`src/pps_pkg.sv`:
```
package pps_pkg;
    // Register byte addresses on APB
    localparam logic [7:0] PPS_ADDR_OFS = 8'h00;
    localparam logic [7:0] PPS_PINEN_OFS = 8'h04;
    localparam logic [7:0] PPS_STAT_OFS = 8'h08;
    localparam logic [7:0] PPS_PADCFG_OFS = 8'h0C;
    localparam logic [7:0] PPS_MODE_OFS = 8'h10;
    localparam logic [7:0] PPS_OUTA_OFS = 8'h14;
    localparam logic [7:0] PPS_OUTB_OFS = 8'h18;
    localparam logic [7:0] PPS_INA_OFS = 8'h1C;
    localparam logic [7:0] PPS_INB_OFS = 8'h20;
    // Field positions
    localparam int PPS_CS2_BIT = 15;
    localparam int PPS_CS1_BIT = 14;
    localparam int PPS_ADDR_W = 14;
    localparam int PPS_INALL_BIT = 15;
    localparam int PPS_INOVF_BIT = 14;
    localparam int PPS_INSLOT_LSB = 8;
    localparam int PPS_OUTALL_BIT = 7;
    localparam int PPS_OUTUNF_BIT = 6;
    localparam int PPS_OUTSLOT_LSB = 0;
    localparam int PPS_TTL_BIT = 0;
    localparam int PPS_STEP_LSB = 11;
    localparam int PPS_MODE_LSB = 8;
    localparam int PPS_SLOTS = 4;
    // Reset values and the mode write mask
    localparam logic [15:0] PPS_REG_RST = 16'h0000;
    localparam logic [3:0] PPS_OUT_EMPTY_RST = 4'hF;
    localparam logic [15:0] PPS_MODE_MASK = 16'h1F00;

    typedef enum logic [1:0] {
        PPS_MODE_LEGACY,
        PPS_MODE_ADDR_SLAVE,
        PPS_MODE_MASTER_SEP,
        PPS_MODE_MASTER_COMB
    } pps_mode_t;

    typedef enum logic [1:0] {
        PPS_STEP_NONE,
        PPS_STEP_INC,
        PPS_STEP_DEC,
        PPS_STEP_AUTO_BUF
    } pps_step_t;

    // One external byte access as the link side presents it
    typedef struct packed {
        logic wr;
        logic [1:0] slot;
        logic [7:0] data;
    } pps_ext_req_t;

    // Pad functions for the sixteen address pads
    typedef struct packed {
        logic [15:0] func_en;
        logic [15:0] value;
        logic cs2_sel;
        logic cs1_sel;
        logic latch_mode;
    } pps_pads_t;
endpackage

```
`src/pps_port.sv`:
```
// The register addresses and the APB slave port were left to the implementer.
`timescale 1ns/10ps
// Function
// - Address register holds a 14-bit target address driven on the pads.
// - Pin-enable bits 15:14 turn top pads into address or chip selects.
// - Pin-enable bits 13:2 turn matching pads into address lines.
// - Pin-enable bits 1:0 turn low pads into address or latch strobes.
// - Input-all-full is one only when every input slot holds data.
// - Per-slot input-full flags set on external write, clear on software read.
// - Output-all-empty is one only when every output slot is empty.
// - Reading an empty output slot sets a sticky underflow flag.
// - Threshold select chooses TTL inputs when one, Schmitt when zero.
// - Host low address bits 00..11 select slots zero to three.
// - Two-bit mode selects legacy, addressable slave, or two master styles.
// - Step mode selects hold, increment, decrement or, in legacy mode only, auto buffer walk.
module pps_port (
    // Clock and reset
    input wire logic pclk,
    input wire logic presetn,
    // APB slave
    input wire logic psel,
    input wire logic penable,
    input wire logic pwrite,
    input wire logic [7:0] paddr,
    input wire logic [31:0] pwdata,
    output logic [31:0] prdata,
    output logic pready,
    output logic pslverr,
    // External slave-side access, two-entry buffered
    input wire pps_pkg::pps_ext_req_t ext_req,
    input wire logic ext_valid,
    output logic ext_ready,
    output logic [7:0] ext_rdata,
    output logic ext_rvalid,
    input wire logic ext_rready,
    // Master-side transfer step pulse
    input wire logic xfer_done,
    // Pads
    output pps_pkg::pps_pads_t pads,
    output logic ttl_select,
    output pps_pkg::pps_mode_t port_mode
);
    import pps_pkg::*;

    logic [15:0] addr_q, addr_d;
    logic [15:0] pinen_q, pinen_d;
    logic ttl_q, ttl_d;
    logic [15:0] mode_q, mode_d;
    logic [7:0] outb_q [PPS_SLOTS];
    logic [7:0] outb_d [PPS_SLOTS];
    logic [7:0] inb_q [PPS_SLOTS];
    logic [7:0] inb_d [PPS_SLOTS];
    logic [3:0] in_full_q, in_full_d;
    logic [3:0] out_empty_q, out_empty_d;
    logic inovf_q, inovf_d, outunf_q, outunf_d;
    logic [1:0] auto_q, auto_d;
    // Two-entry skid buffer for external requests
    pps_ext_req_t fifo_q [2];
    pps_ext_req_t fifo_d [2];
    logic [1:0] cnt_q, cnt_d;
    logic [7:0] rdat_q, rdat_d;
    logic rval_q, rval_d;
    logic [31:0] prdata_q, prdata_d;
    logic pready_q, pready_d, pslverr_q, pslverr_d;
    pps_pads_t pads_q, pads_d;

    logic acc, wr_en, rd_en, mapped, pop, auto_walk;
    logic rdy_q, rdy_d;
    pps_ext_req_t head;
    logic [1:0] slot;
    pps_mode_t mode;
    pps_step_t step;
    logic [15:0] stat;

    assign mode = pps_mode_t'(mode_q[PPS_MODE_LSB +: 2]);
    assign step = pps_step_t'(mode_q[PPS_STEP_LSB +: 2]);
    assign acc = psel && penable && !pready_q;
    assign wr_en = acc && pwrite;
    assign rd_en = acc && !pwrite;
    assign head = fifo_q[0];
    // Result path stalls the queue, so no word is lost on a slow reader
    assign pop = (cnt_q != 2'd0) && (!rval_q || ext_rready);
    // Legacy auto walk uses its own pointer, others use host bits
    assign auto_walk = (mode == PPS_MODE_LEGACY) &&
        (step == PPS_STEP_AUTO_BUF);
    assign slot = auto_walk ? auto_q : head.slot;
    assign stat = {&in_full_q, inovf_q, 2'b00, in_full_q,
        &out_empty_q, outunf_q, 2'b00, out_empty_q};

    always_comb begin
        mapped = 1'b1;
        unique case (paddr)
            PPS_ADDR_OFS, PPS_PINEN_OFS, PPS_STAT_OFS, PPS_PADCFG_OFS,
            PPS_MODE_OFS, PPS_OUTA_OFS, PPS_OUTB_OFS, PPS_INA_OFS,
            PPS_INB_OFS: mapped = 1'b1;
            default: mapped = 1'b0;
        endcase
    end

    always_comb begin
        addr_d = addr_q;
        pinen_d = pinen_q;
        ttl_d = ttl_q;
        mode_d = mode_q;
        outb_d = outb_q;
        inb_d = inb_q;
        in_full_d = in_full_q;
        out_empty_d = out_empty_q;
        inovf_d = inovf_q;
        outunf_d = outunf_q;
        auto_d = auto_q;
        fifo_d = fifo_q;
        cnt_d = cnt_q;
        rdat_d = rdat_q;
        rval_d = rval_q && !ext_rready;
        prdata_d = prdata_q;
        pready_d = acc;
        pslverr_d = acc && !mapped;
        // Software side first, so hardware sets below win over clears
        if (rd_en) begin
            unique case (paddr)
                PPS_ADDR_OFS: prdata_d = {16'h0000, addr_q};
                PPS_PINEN_OFS: prdata_d = {16'h0000, pinen_q};
                PPS_STAT_OFS: prdata_d = {16'h0000, stat};
                PPS_PADCFG_OFS: prdata_d = {31'h0, ttl_q};
                PPS_MODE_OFS: prdata_d = {16'h0000, mode_q};
                PPS_INA_OFS: begin
                    prdata_d = {16'h0000, inb_q[1], inb_q[0]};
                    in_full_d[1:0] = 2'b00;
                end
                PPS_INB_OFS: begin
                    prdata_d = {16'h0000, inb_q[3], inb_q[2]};
                    in_full_d[3:2] = 2'b00;
                end
                PPS_OUTA_OFS: prdata_d = {16'h0000, outb_q[1], outb_q[0]};
                PPS_OUTB_OFS: prdata_d = {16'h0000, outb_q[3], outb_q[2]};
                default: prdata_d = 32'h0000_0000;
            endcase
        end
        if (wr_en) begin
            unique case (paddr)
                PPS_ADDR_OFS: addr_d = pwdata[15:0];
                PPS_PINEN_OFS: pinen_d = pwdata[15:0];
                PPS_PADCFG_OFS: ttl_d = pwdata[PPS_TTL_BIT];
                PPS_MODE_OFS: begin
                    // A new mode starts the buffer walk at slot zero, unless a walking pop in the same cycle loads the old pointer plus one
                    mode_d = pwdata[15:0] & PPS_MODE_MASK;
                    auto_d = 2'd0;
                end
                PPS_STAT_OFS: begin
                    if (!pwdata[PPS_INOVF_BIT]) inovf_d = 1'b0;
                    if (!pwdata[PPS_OUTUNF_BIT]) outunf_d = 1'b0;
                end
                PPS_OUTA_OFS: begin
                    outb_d[0] = pwdata[7:0];
                    outb_d[1] = pwdata[15:8];
                    out_empty_d[1:0] = 2'b00;
                end
                PPS_OUTB_OFS: begin
                    outb_d[2] = pwdata[7:0];
                    outb_d[3] = pwdata[15:8];
                    out_empty_d[3:2] = 2'b00;
                end
                default: ;
            endcase
        end
        // External access from head of the buffer
        if (pop) begin
            if (head.wr) begin
                if (in_full_q[slot]) inovf_d = 1'b1;
                inb_d[slot] = head.data;
                in_full_d[slot] = 1'b1;
            end else begin
                if (out_empty_q[slot]) outunf_d = 1'b1;
                rdat_d = outb_q[slot];
                rval_d = 1'b1;
                out_empty_d[slot] = 1'b1;
            end
            if (auto_walk) auto_d = auto_q + 2'd1;
            fifo_d[0] = fifo_q[1];
        end
        // Master transfers step the address
        if (xfer_done) begin
            unique case (step)
                PPS_STEP_INC: addr_d[PPS_ADDR_W-1:0] =
                    addr_d[PPS_ADDR_W-1:0] + 14'd1;
                PPS_STEP_DEC: addr_d[PPS_ADDR_W-1:0] =
                    addr_d[PPS_ADDR_W-1:0] - 14'd1;
                default: ;
            endcase
        end
        if (ext_valid && ext_ready) begin
            fifo_d[(pop ? cnt_q - 2'd1 : cnt_q) == 2'd0 ? 0 : 1] = ext_req;
        end
        cnt_d = cnt_q + {1'b0, ext_valid && ext_ready} - {1'b0, pop};
        rdy_d = (cnt_d != 2'd2);
        // Pads: enabled pads carry address, top/bottom pairs per pin enable, not per mode
        pads_d.func_en = pinen_q;
        pads_d.value = {addr_q[PPS_CS2_BIT] ? 1'b1 : 1'b0,
            addr_q[PPS_CS1_BIT] ? 1'b1 : 1'b0,
            addr_q[PPS_ADDR_W-1:0]};
        pads_d.cs2_sel = pinen_q[PPS_CS2_BIT] && addr_q[PPS_CS2_BIT];
        pads_d.cs1_sel = pinen_q[PPS_CS1_BIT] && addr_q[PPS_CS1_BIT];
        pads_d.latch_mode = |pinen_q[1:0];
    end

    always_ff @(posedge pclk or negedge presetn) begin
        if (!presetn) begin
            addr_q <= PPS_REG_RST;
            pinen_q <= PPS_REG_RST;
            ttl_q <= 1'b0;
            mode_q <= PPS_REG_RST;
            for (int i = 0; i < PPS_SLOTS; i++) begin
                outb_q[i] <= 8'h00;
                inb_q[i] <= 8'h00;
            end
            in_full_q <= 4'h0;
            out_empty_q <= PPS_OUT_EMPTY_RST;
            inovf_q <= 1'b0;
            outunf_q <= 1'b0;
            auto_q <= 2'd0;
            fifo_q[0] <= '0;
            fifo_q[1] <= '0;
            cnt_q <= 2'd0;
            rdy_q <= 1'b1;
            rdat_q <= 8'h00;
            rval_q <= 1'b0;
            prdata_q <= 32'h0000_0000;
            pready_q <= 1'b0;
            pslverr_q <= 1'b0;
            pads_q <= '0;
        end else begin
            addr_q <= addr_d;
            pinen_q <= pinen_d;
            ttl_q <= ttl_d;
            mode_q <= mode_d;
            outb_q <= outb_d;
            inb_q <= inb_d;
            in_full_q <= in_full_d;
            out_empty_q <= out_empty_d;
            inovf_q <= inovf_d;
            outunf_q <= outunf_d;
            auto_q <= auto_d;
            fifo_q <= fifo_d;
            cnt_q <= cnt_d;
            rdy_q <= rdy_d;
            rdat_q <= rdat_d;
            rval_q <= rval_d;
            prdata_q <= prdata_d;
            pready_q <= pready_d;
            pslverr_q <= pslverr_d;
            pads_q <= pads_d;
        end
    end

    // Ready only drops when both entries hold, and is a register
    assign ext_ready = rdy_q;
    assign prdata = prdata_q;
    assign pready = pready_q;
    assign pslverr = pslverr_q;
    assign ext_rdata = rdat_q;
    assign ext_rvalid = rval_q;
    assign pads = pads_q;
    assign ttl_select = ttl_q;
    assign port_mode = pps_mode_t'(mode_q[PPS_MODE_LSB +: 2]);

    property p_all_full;
        @(posedge pclk) disable iff (!presetn)
        rd_en && paddr == PPS_STAT_OFS
            |=> prdata[PPS_INALL_BIT] == ($past(in_full_q) == 4'hF);
    endproperty
    a_all_full: assert property (p_all_full)
        else $error("input all-full wrong");

    property p_all_empty;
        @(posedge pclk) disable iff (!presetn)
        rd_en && paddr == PPS_STAT_OFS
            |=> prdata[PPS_OUTALL_BIT] == ($past(out_empty_q) == 4'hF);
    endproperty
    a_all_empty: assert property (p_all_empty)
        else $error("output all-empty wrong");

    property p_ovf;
        @(posedge pclk) disable iff (!presetn)
        pop && head.wr && in_full_q[slot] |=> inovf_q;
    endproperty
    a_ovf: assert property (p_ovf)
        else $error("overflow not flagged");

    property p_unf;
        @(posedge pclk) disable iff (!presetn)
        pop && !head.wr && out_empty_q[slot] |=> outunf_q;
    endproperty
    a_unf: assert property (p_unf)
        else $error("underflow not flagged");

    property p_infull;
        @(posedge pclk) disable iff (!presetn)
        pop && head.wr |=> in_full_q[$past(slot)];
    endproperty
    a_infull: assert property (p_infull)
        else $error("input slot not full");

    property p_outwr;
        @(posedge pclk) disable iff (!presetn)
        wr_en && paddr == PPS_OUTA_OFS && !(pop && !head.wr)
            |=> out_empty_q[1:0] == 2'b00;
    endproperty
    a_outwr: assert property (p_outwr)
        else $error("output empty not cleared");

    property p_cs;
        @(posedge pclk) disable iff (!presetn)
        ##1 pads_q.cs2_sel == $past(pinen_q[PPS_CS2_BIT] && addr_q[PPS_CS2_BIT]);
    endproperty
    a_cs: assert property (p_cs)
        else $error("chip select two wrong");

    property p_ttl;
        @(posedge pclk) disable iff (!presetn)
        wr_en && paddr == PPS_PADCFG_OFS
            |=> ttl_select == $past(pwdata[PPS_TTL_BIT]);
    endproperty
    a_ttl: assert property (p_ttl)
        else $error("threshold select wrong");
endmodule // pps_port

```
`config.mk`:
```
export PLATFORM = sky130hd
export DESIGN_NAME = pps_port
export DESIGN_NICKNAME = d
export VERILOG_FILES = /design/src/pps_pkg.sv /design/src/pps_port.sv
export SDC_FILE = /design/constraint.sdc
export NUM_CORES = 1
export LEC_CHECK = 0
export BUFFER_PORTS_ARGS = -buffer_cell sky130_fd_sc_hd__buf_2
export CORE_MARGIN = 5
export CORE_UTILIZATION = 55
export DETAILED_ROUTE_END_ITERATION = 10
export GPL_TIMING_DRIVEN = 1
export PLACE_DENSITY = 0.88
export SLEW_MARGIN = 20
export SYNTH_ARGS = -nofsm -noshare
export SYNTH_HDL_FRONTEND = slang
export SYNTH_SLANG_ARGS = --single-unit
```
`constraint.sdc`:
```
create_clock -name pclk -period 8.2 [get_ports pclk]
set_clock_uncertainty 0.05 [all_clocks]
set_input_delay 1.23 -clock pclk [delete_from_list [all_inputs] [get_ports pclk]]
set_output_delay 1.23 -clock pclk [all_outputs]
set_load 0.005 [all_outputs]
```
## Word level (Yosys, flattened, before mapping)

Index checks and enable logic that the tools add are counted.

| operators by class | value |
|---|---|
| add/sub/neg operators | 6 |
| magnitude comparators | 6 |
| equality and inequality tests | 12 |
| multiplexer cells | 56 |
| bitwise gates (word level) | 5 |
| reduce and logical (&&, ||, !) cells | 36 |

Operators with widths:

| operator | number |
|---|---|
| 16-bit case mux with 9 select lines | 1 |
| 14-bit 2-to-1 mux | 3 |
| 32-bit bitwise mux | 1 |
| 8-bit by 5-bit == test with 1-bit output (second input constant) | 4 |
| 32-bit by 2-bit greater-or-equal comparator with 1-bit output (second input constant) | 1 |
| 32-bit by 1-bit less-than comparator with 1-bit output (second input constant) | 1 |
| 1-bit inverter with 32-bit output | 1 |
| 14-bit case mux with 2 select lines | 1 |
| 4-bit 2-to-1 mux | 6 |
| 8-bit 2-to-1 mux | 3 |
| 22-bit bitwise mux | 1 |
| 11-bit 2-to-1 mux | 2 |
| 22-bit 2-to-1 mux | 1 |
| 1-bit 2-to-1 mux | 21 |
| 2-bit 2-to-1 mux | 10 |
| 8-bit binary-select mux with 2-bit select | 1 |
| 8-bit demux with 2-bit select | 1 |
| 8-bit by 4-bit == test with 1-bit output (second input constant) | 2 |
| 2-bit AND reduction | 8 |
| 14-bit by 1-bit adder with 14-bit output (second input constant) | 1 |
| 1-bit logical AND | 14 |
| 14-bit by 1-bit subtractor with 14-bit output (second input constant) | 1 |
| 11-bit demux with 1-bit select | 1 |
| 9-bit OR reduction | 1 |
| other kinds (25) | 34 |

| storage, ports and cells | value |
|---|---|
| flip-flop bits (word level) | 217 |

## Logic depth before layout (Yosys ltp)

| logic depth | value |
|---|---|
| word-level depth | 13 |
| gate-level depth with buffers | 16 |
| gate-level depth less buffers | 13 |

## Worst setup path after synthesis

No wires, ideal clock.

| timing path | value |
|---|---|
| path type | input to register |
| from | in paddr[4] |
| to | reg addr_q[13] |
| library setup time | 79 ps |
| arrival | 4407 ps |
| required time | 8071 ps |
| path slack | 3664 ps |
| stages | 14 |
| cell sequence | buf_2 -> nor3_1 -> nand2b_1 -> nor2_1 -> nand2_1 -> clkbuf_1 -> mux2_2 -> ha_1 -> clkbuf_1 -> nand4_1 -> or4_1 -> mux2_1 -> nor3_2 -> xor2_1 |

| between the ends | value |
|---|---|
| cells in the longest elaborated chain, start to end | 6 |

Ends and longest elaborated chain:

| element | RTL line | text |
|---|---|---|
| start, declared | pps_port.sv:24 | `input wire logic [7:0] paddr,` |
| 8-bit logical NOT (*) | pps_port.sv:141 | `unique case (paddr)` |
| 14-bit 2-to-1 mux (*) | pps_port.sv:141 |  |
| 14-bit 2-to-1 mux (*) | pps_port.sv:140 | `if (wr_en) begin` |
| 14-bit by 1-bit subtractor with 14-bit output or 14-bit by 1-bit adder with 14-bit output (tied branches) | pps_port.sv:188, pps_port.sv:186 |  |
| 14-bit case mux with 2 select lines | pps_port.sv:184 | `unique case (step)` |
| 14-bit 2-to-1 mux (*) | pps_port.sv:183 | `if (xfer_done) begin` |
| named net addr_d[13] | pps_port.sv:45 | `logic [15:0] addr_q, addr_d;` |
| end signal, assigned | pps_port.sv:233 | `addr_q <= addr_d;` |
| end, declared | pps_port.sv:45 |  |

The timed path passes the listed nets; every way through them passes the cells marked *.
A chain may end at the register's enable or synchronous reset.

## Final worst setup path

| timing path | value |
|---|---|
| from | in paddr[4] |
| to | reg addr_q[10] |

The elaborated chain is that of the path after synthesis.

==> metrics <==
max cap viols=0; first-pass GRT wire length=38,470 µm; Clock Tree Buf Depth=3; Post-DP Area=10,110 µm²; crit path from=paddr[4]; initial antenna violation count=0; die height=141.2 µm; flop2flop setup slack=3700 ps; Clk pin slew, worst setup/hold paths=60 ps; sw frac=29.58%; CTS hold repair buffers=0; starting DRC count in detailed routing=757; Initial Utilization=55.30%; startpoint types=input port; WP data arrival=5670 ps; core footprint=17,120 µm²; pin count of the biggest net entering global routing=120; Final Util=63.37%; Ant. Diodes=0; reg2reg path depth=11; Tmin final=5392 ps; Int Pwr=2.087 mW; post-CTS resize count=0; FFs w/ async S/R, synth=100.0%; via-per-instance ratio=6.107; critical path class=input port to register; Seq/Total Area, Yosys=53.21%; Clock Tree Root=clkbuf_16; hpwl dp=17,020 µm; distinct cell type count after synthesis=62; antenna viol nets, final=0; IO buf count=108; Clock Latency Late Sink=500 ps; maximum vdd drop=234.6 µV; wire length per cell=20.99 µm; GRT Overall Usage=24.28%; commonest register cell after synthesis=dfrtp_1; total CTS buffers=21; cell area after synthesis=9465 µm²; dpl cells=1,125; Pre-Repair DR Iteration Count=5; CTS Sinks=201; combinational share of power=21.4%; Worst Tran Pin Value=1149 ps; vias in the first global route=7,129; sw power=876.8 µW; crit-path max FO=16; global route total overflow=0; Remaining DRCs=0; WL final=24,390 µm; EDFF count, synth=0; Yosys warning total=0; postcts setup bufs=0; Final nets=1,000; setup TNS=0 ps; Worst Slack Setup Final=2808 ps; Final Hold Fails=0; final setup violation count=0; Area Overhead vs Synth=14.59%; crit share post-route=65.76%; leakage power=5.330 nW; Slew HR=23.17%; share of cells above drive strength 1=31.06%; R2R Path Start=pready$_DFF_PN0_; Reg power frac=45.1%; Setup WS pre-CTS=2598 ps; H-tree levels=1; Worst Hold Endpoint=pads[11]$_DFF_PN0_; row count=48; final cell count without fillers=1,162; Die Width=141.2 µm; f_max=0.1855 GHz; gpl congestion=0.9310; Final Max Tran Viols=0; Worst Hold Slack=345.9 ps; min-delay src=addr_q[8]$_DFF_PN0_; CTS tree=built; Hold Path Cell Cnt=0; Pwr Density=273.3 nW/µm²; post-synthesis cell count=830; WP data required=8480 ps; synthesized flop and latch total=201; reg2reg end=addr_q[10]$_DFF_PN0_; clock network power share=33.6%; Design Area, Final=10,850 µm²; Syn Area/Cell=11.40 µm²; num ports=141; die area=19,930 µm²; status=finished, final reports clean; CP endpoint kind=register; Design Power=2.964 mW; Hold Path Class=register to register; RSZ-0062 raised after global routing=no; vias post-DR=7,096
routing by layer:
metal | vias up | part of all wire, % | global-route usage (%)
met5 | - | 0 | 0
met4 | 0 | 3.7 | 8.516
met3 | 78 | 9.1 | 5.326
met2 | 370 | 47 | 38.70
met1 | 3513 | 40 | 33.10
li1 | 3135 | - | -
Yosys cell counts (7+ instances only):
library cell,instances,area share (%)
a21o_1,11,0.87
nor2_1,18,0.71
nor3_1,9,0.48
ha_1,17,2.2
buf_1,7,0.28
buf_4,19,1.5
dfrtp_1,196,52
a21oi_1,22,1.2
xnor2_1,8,0.74
mux2i_1,26,2.7
nand2_1,118,4.7
nand3_1,22,1.2
mux2_2,118,14
clkbuf_1,29,1.1
xor2_1,7,0.65
a22oi_1,10,0.79
o21ai_0,73,3.9
inv_1,11,0.44
nand4_1,7,0.46
how the worst max path moves through the flow:
stage / endpoint / slack [ps] / depth (start not counted)
after global routing: addr_q[10]$_DFF_PN0_ / 2700 / 14
final: addr_q[10]$_DFF_PN0_ / 2810 / 14
after CTS: addr_q[10]$_DFF_PN0_ / 2990 / 14
after global placement: addr_q[10]$_DFF_PN0_ / 2730 / 14
after detailed placement: addr_q[10]$_DFF_PN0_ / 2600 / 14
after floorplan: addr_q[13]$_DFF_PN0_ / 3660 / 14
registers in the layout, indices dropped and copies added, names as in the netlist, 5 cells and up:
signal,count
pads,35
inb_q,32
outb_q,32
fifo_q,22
addr_q,16
pinen_q,16
prdata,16
ext_rdata,8
mode_q,5
area by class of cell:
type / instances / area, µm²
multi-input cells: 573 / 4151
clock inverters: 9 / 128.9
fillers: 1297 / 6270
flip-flops and latches: 201 / 5036
repair buffers: 115 / 605.6
clock buffers: 28 / 601.8
well taps: 225 / 281.5
inverters: 11 / 41.29
placed cells by master, fill, tap and decap left out, drive strengths merged, types with 4 or more instances in the layout:
master / n
nand2b: 4
nor3: 13
a222oi: 4
a221oi: 6
nand4: 7
a21oi: 22
conb: 16
a21o: 11
inv: 12
nand3: 22
mux2: 119
xnor2: 8
a22oi: 10
dfstp: 5
a221o: 5
ha: 17
and3: 5
clkbuf: 29
dfrtp: 196
a22o: 6
xor2: 7
nor2: 18
and2: 7
a31oi: 5
nand2: 118
mux2i: 26
o21ai: 73
buf: 114
o22ai: 4
logic make-up after synthesis:
logic type	after synthesis	share of synthesized area [%]
and+or+nand+nor	214	10.81
DFF	201	53.21
AOI/OAI and AO/OA	162	10.84
muxes	148	17.62
buffers and inverters	71	3.635
adders and majority gates	18	2.459
xor gates and xnor gates	15	1.388
other	1	0.03962
power groups by stage:
stage	clock [mW]	sequential, mW	combinational [mW]
after global placement	0	1.34	0.598
after CTS	1.01	1.33	0.632
final	0.995	1.34	0.633
after floorplan	0	1.29	0.466
after global routing	1.04	1.36	0.698
after detailed placement	0	1.35	0.627
worst max-delay path, cell delays in order:
cell,delay (ps)
buf_2,210
nor3_1,590
nand2b_1,200
nor2_1,240
nand2_1,560
mux2_2,540
fa_1,460
a21o_1,190
a21oi_1,310
o21bai_1,170
or3_1,370
a311oi_1,330
xor2_1,180
o21ai_0,90
No activity file was read; power rests on OpenSTA's default activity.
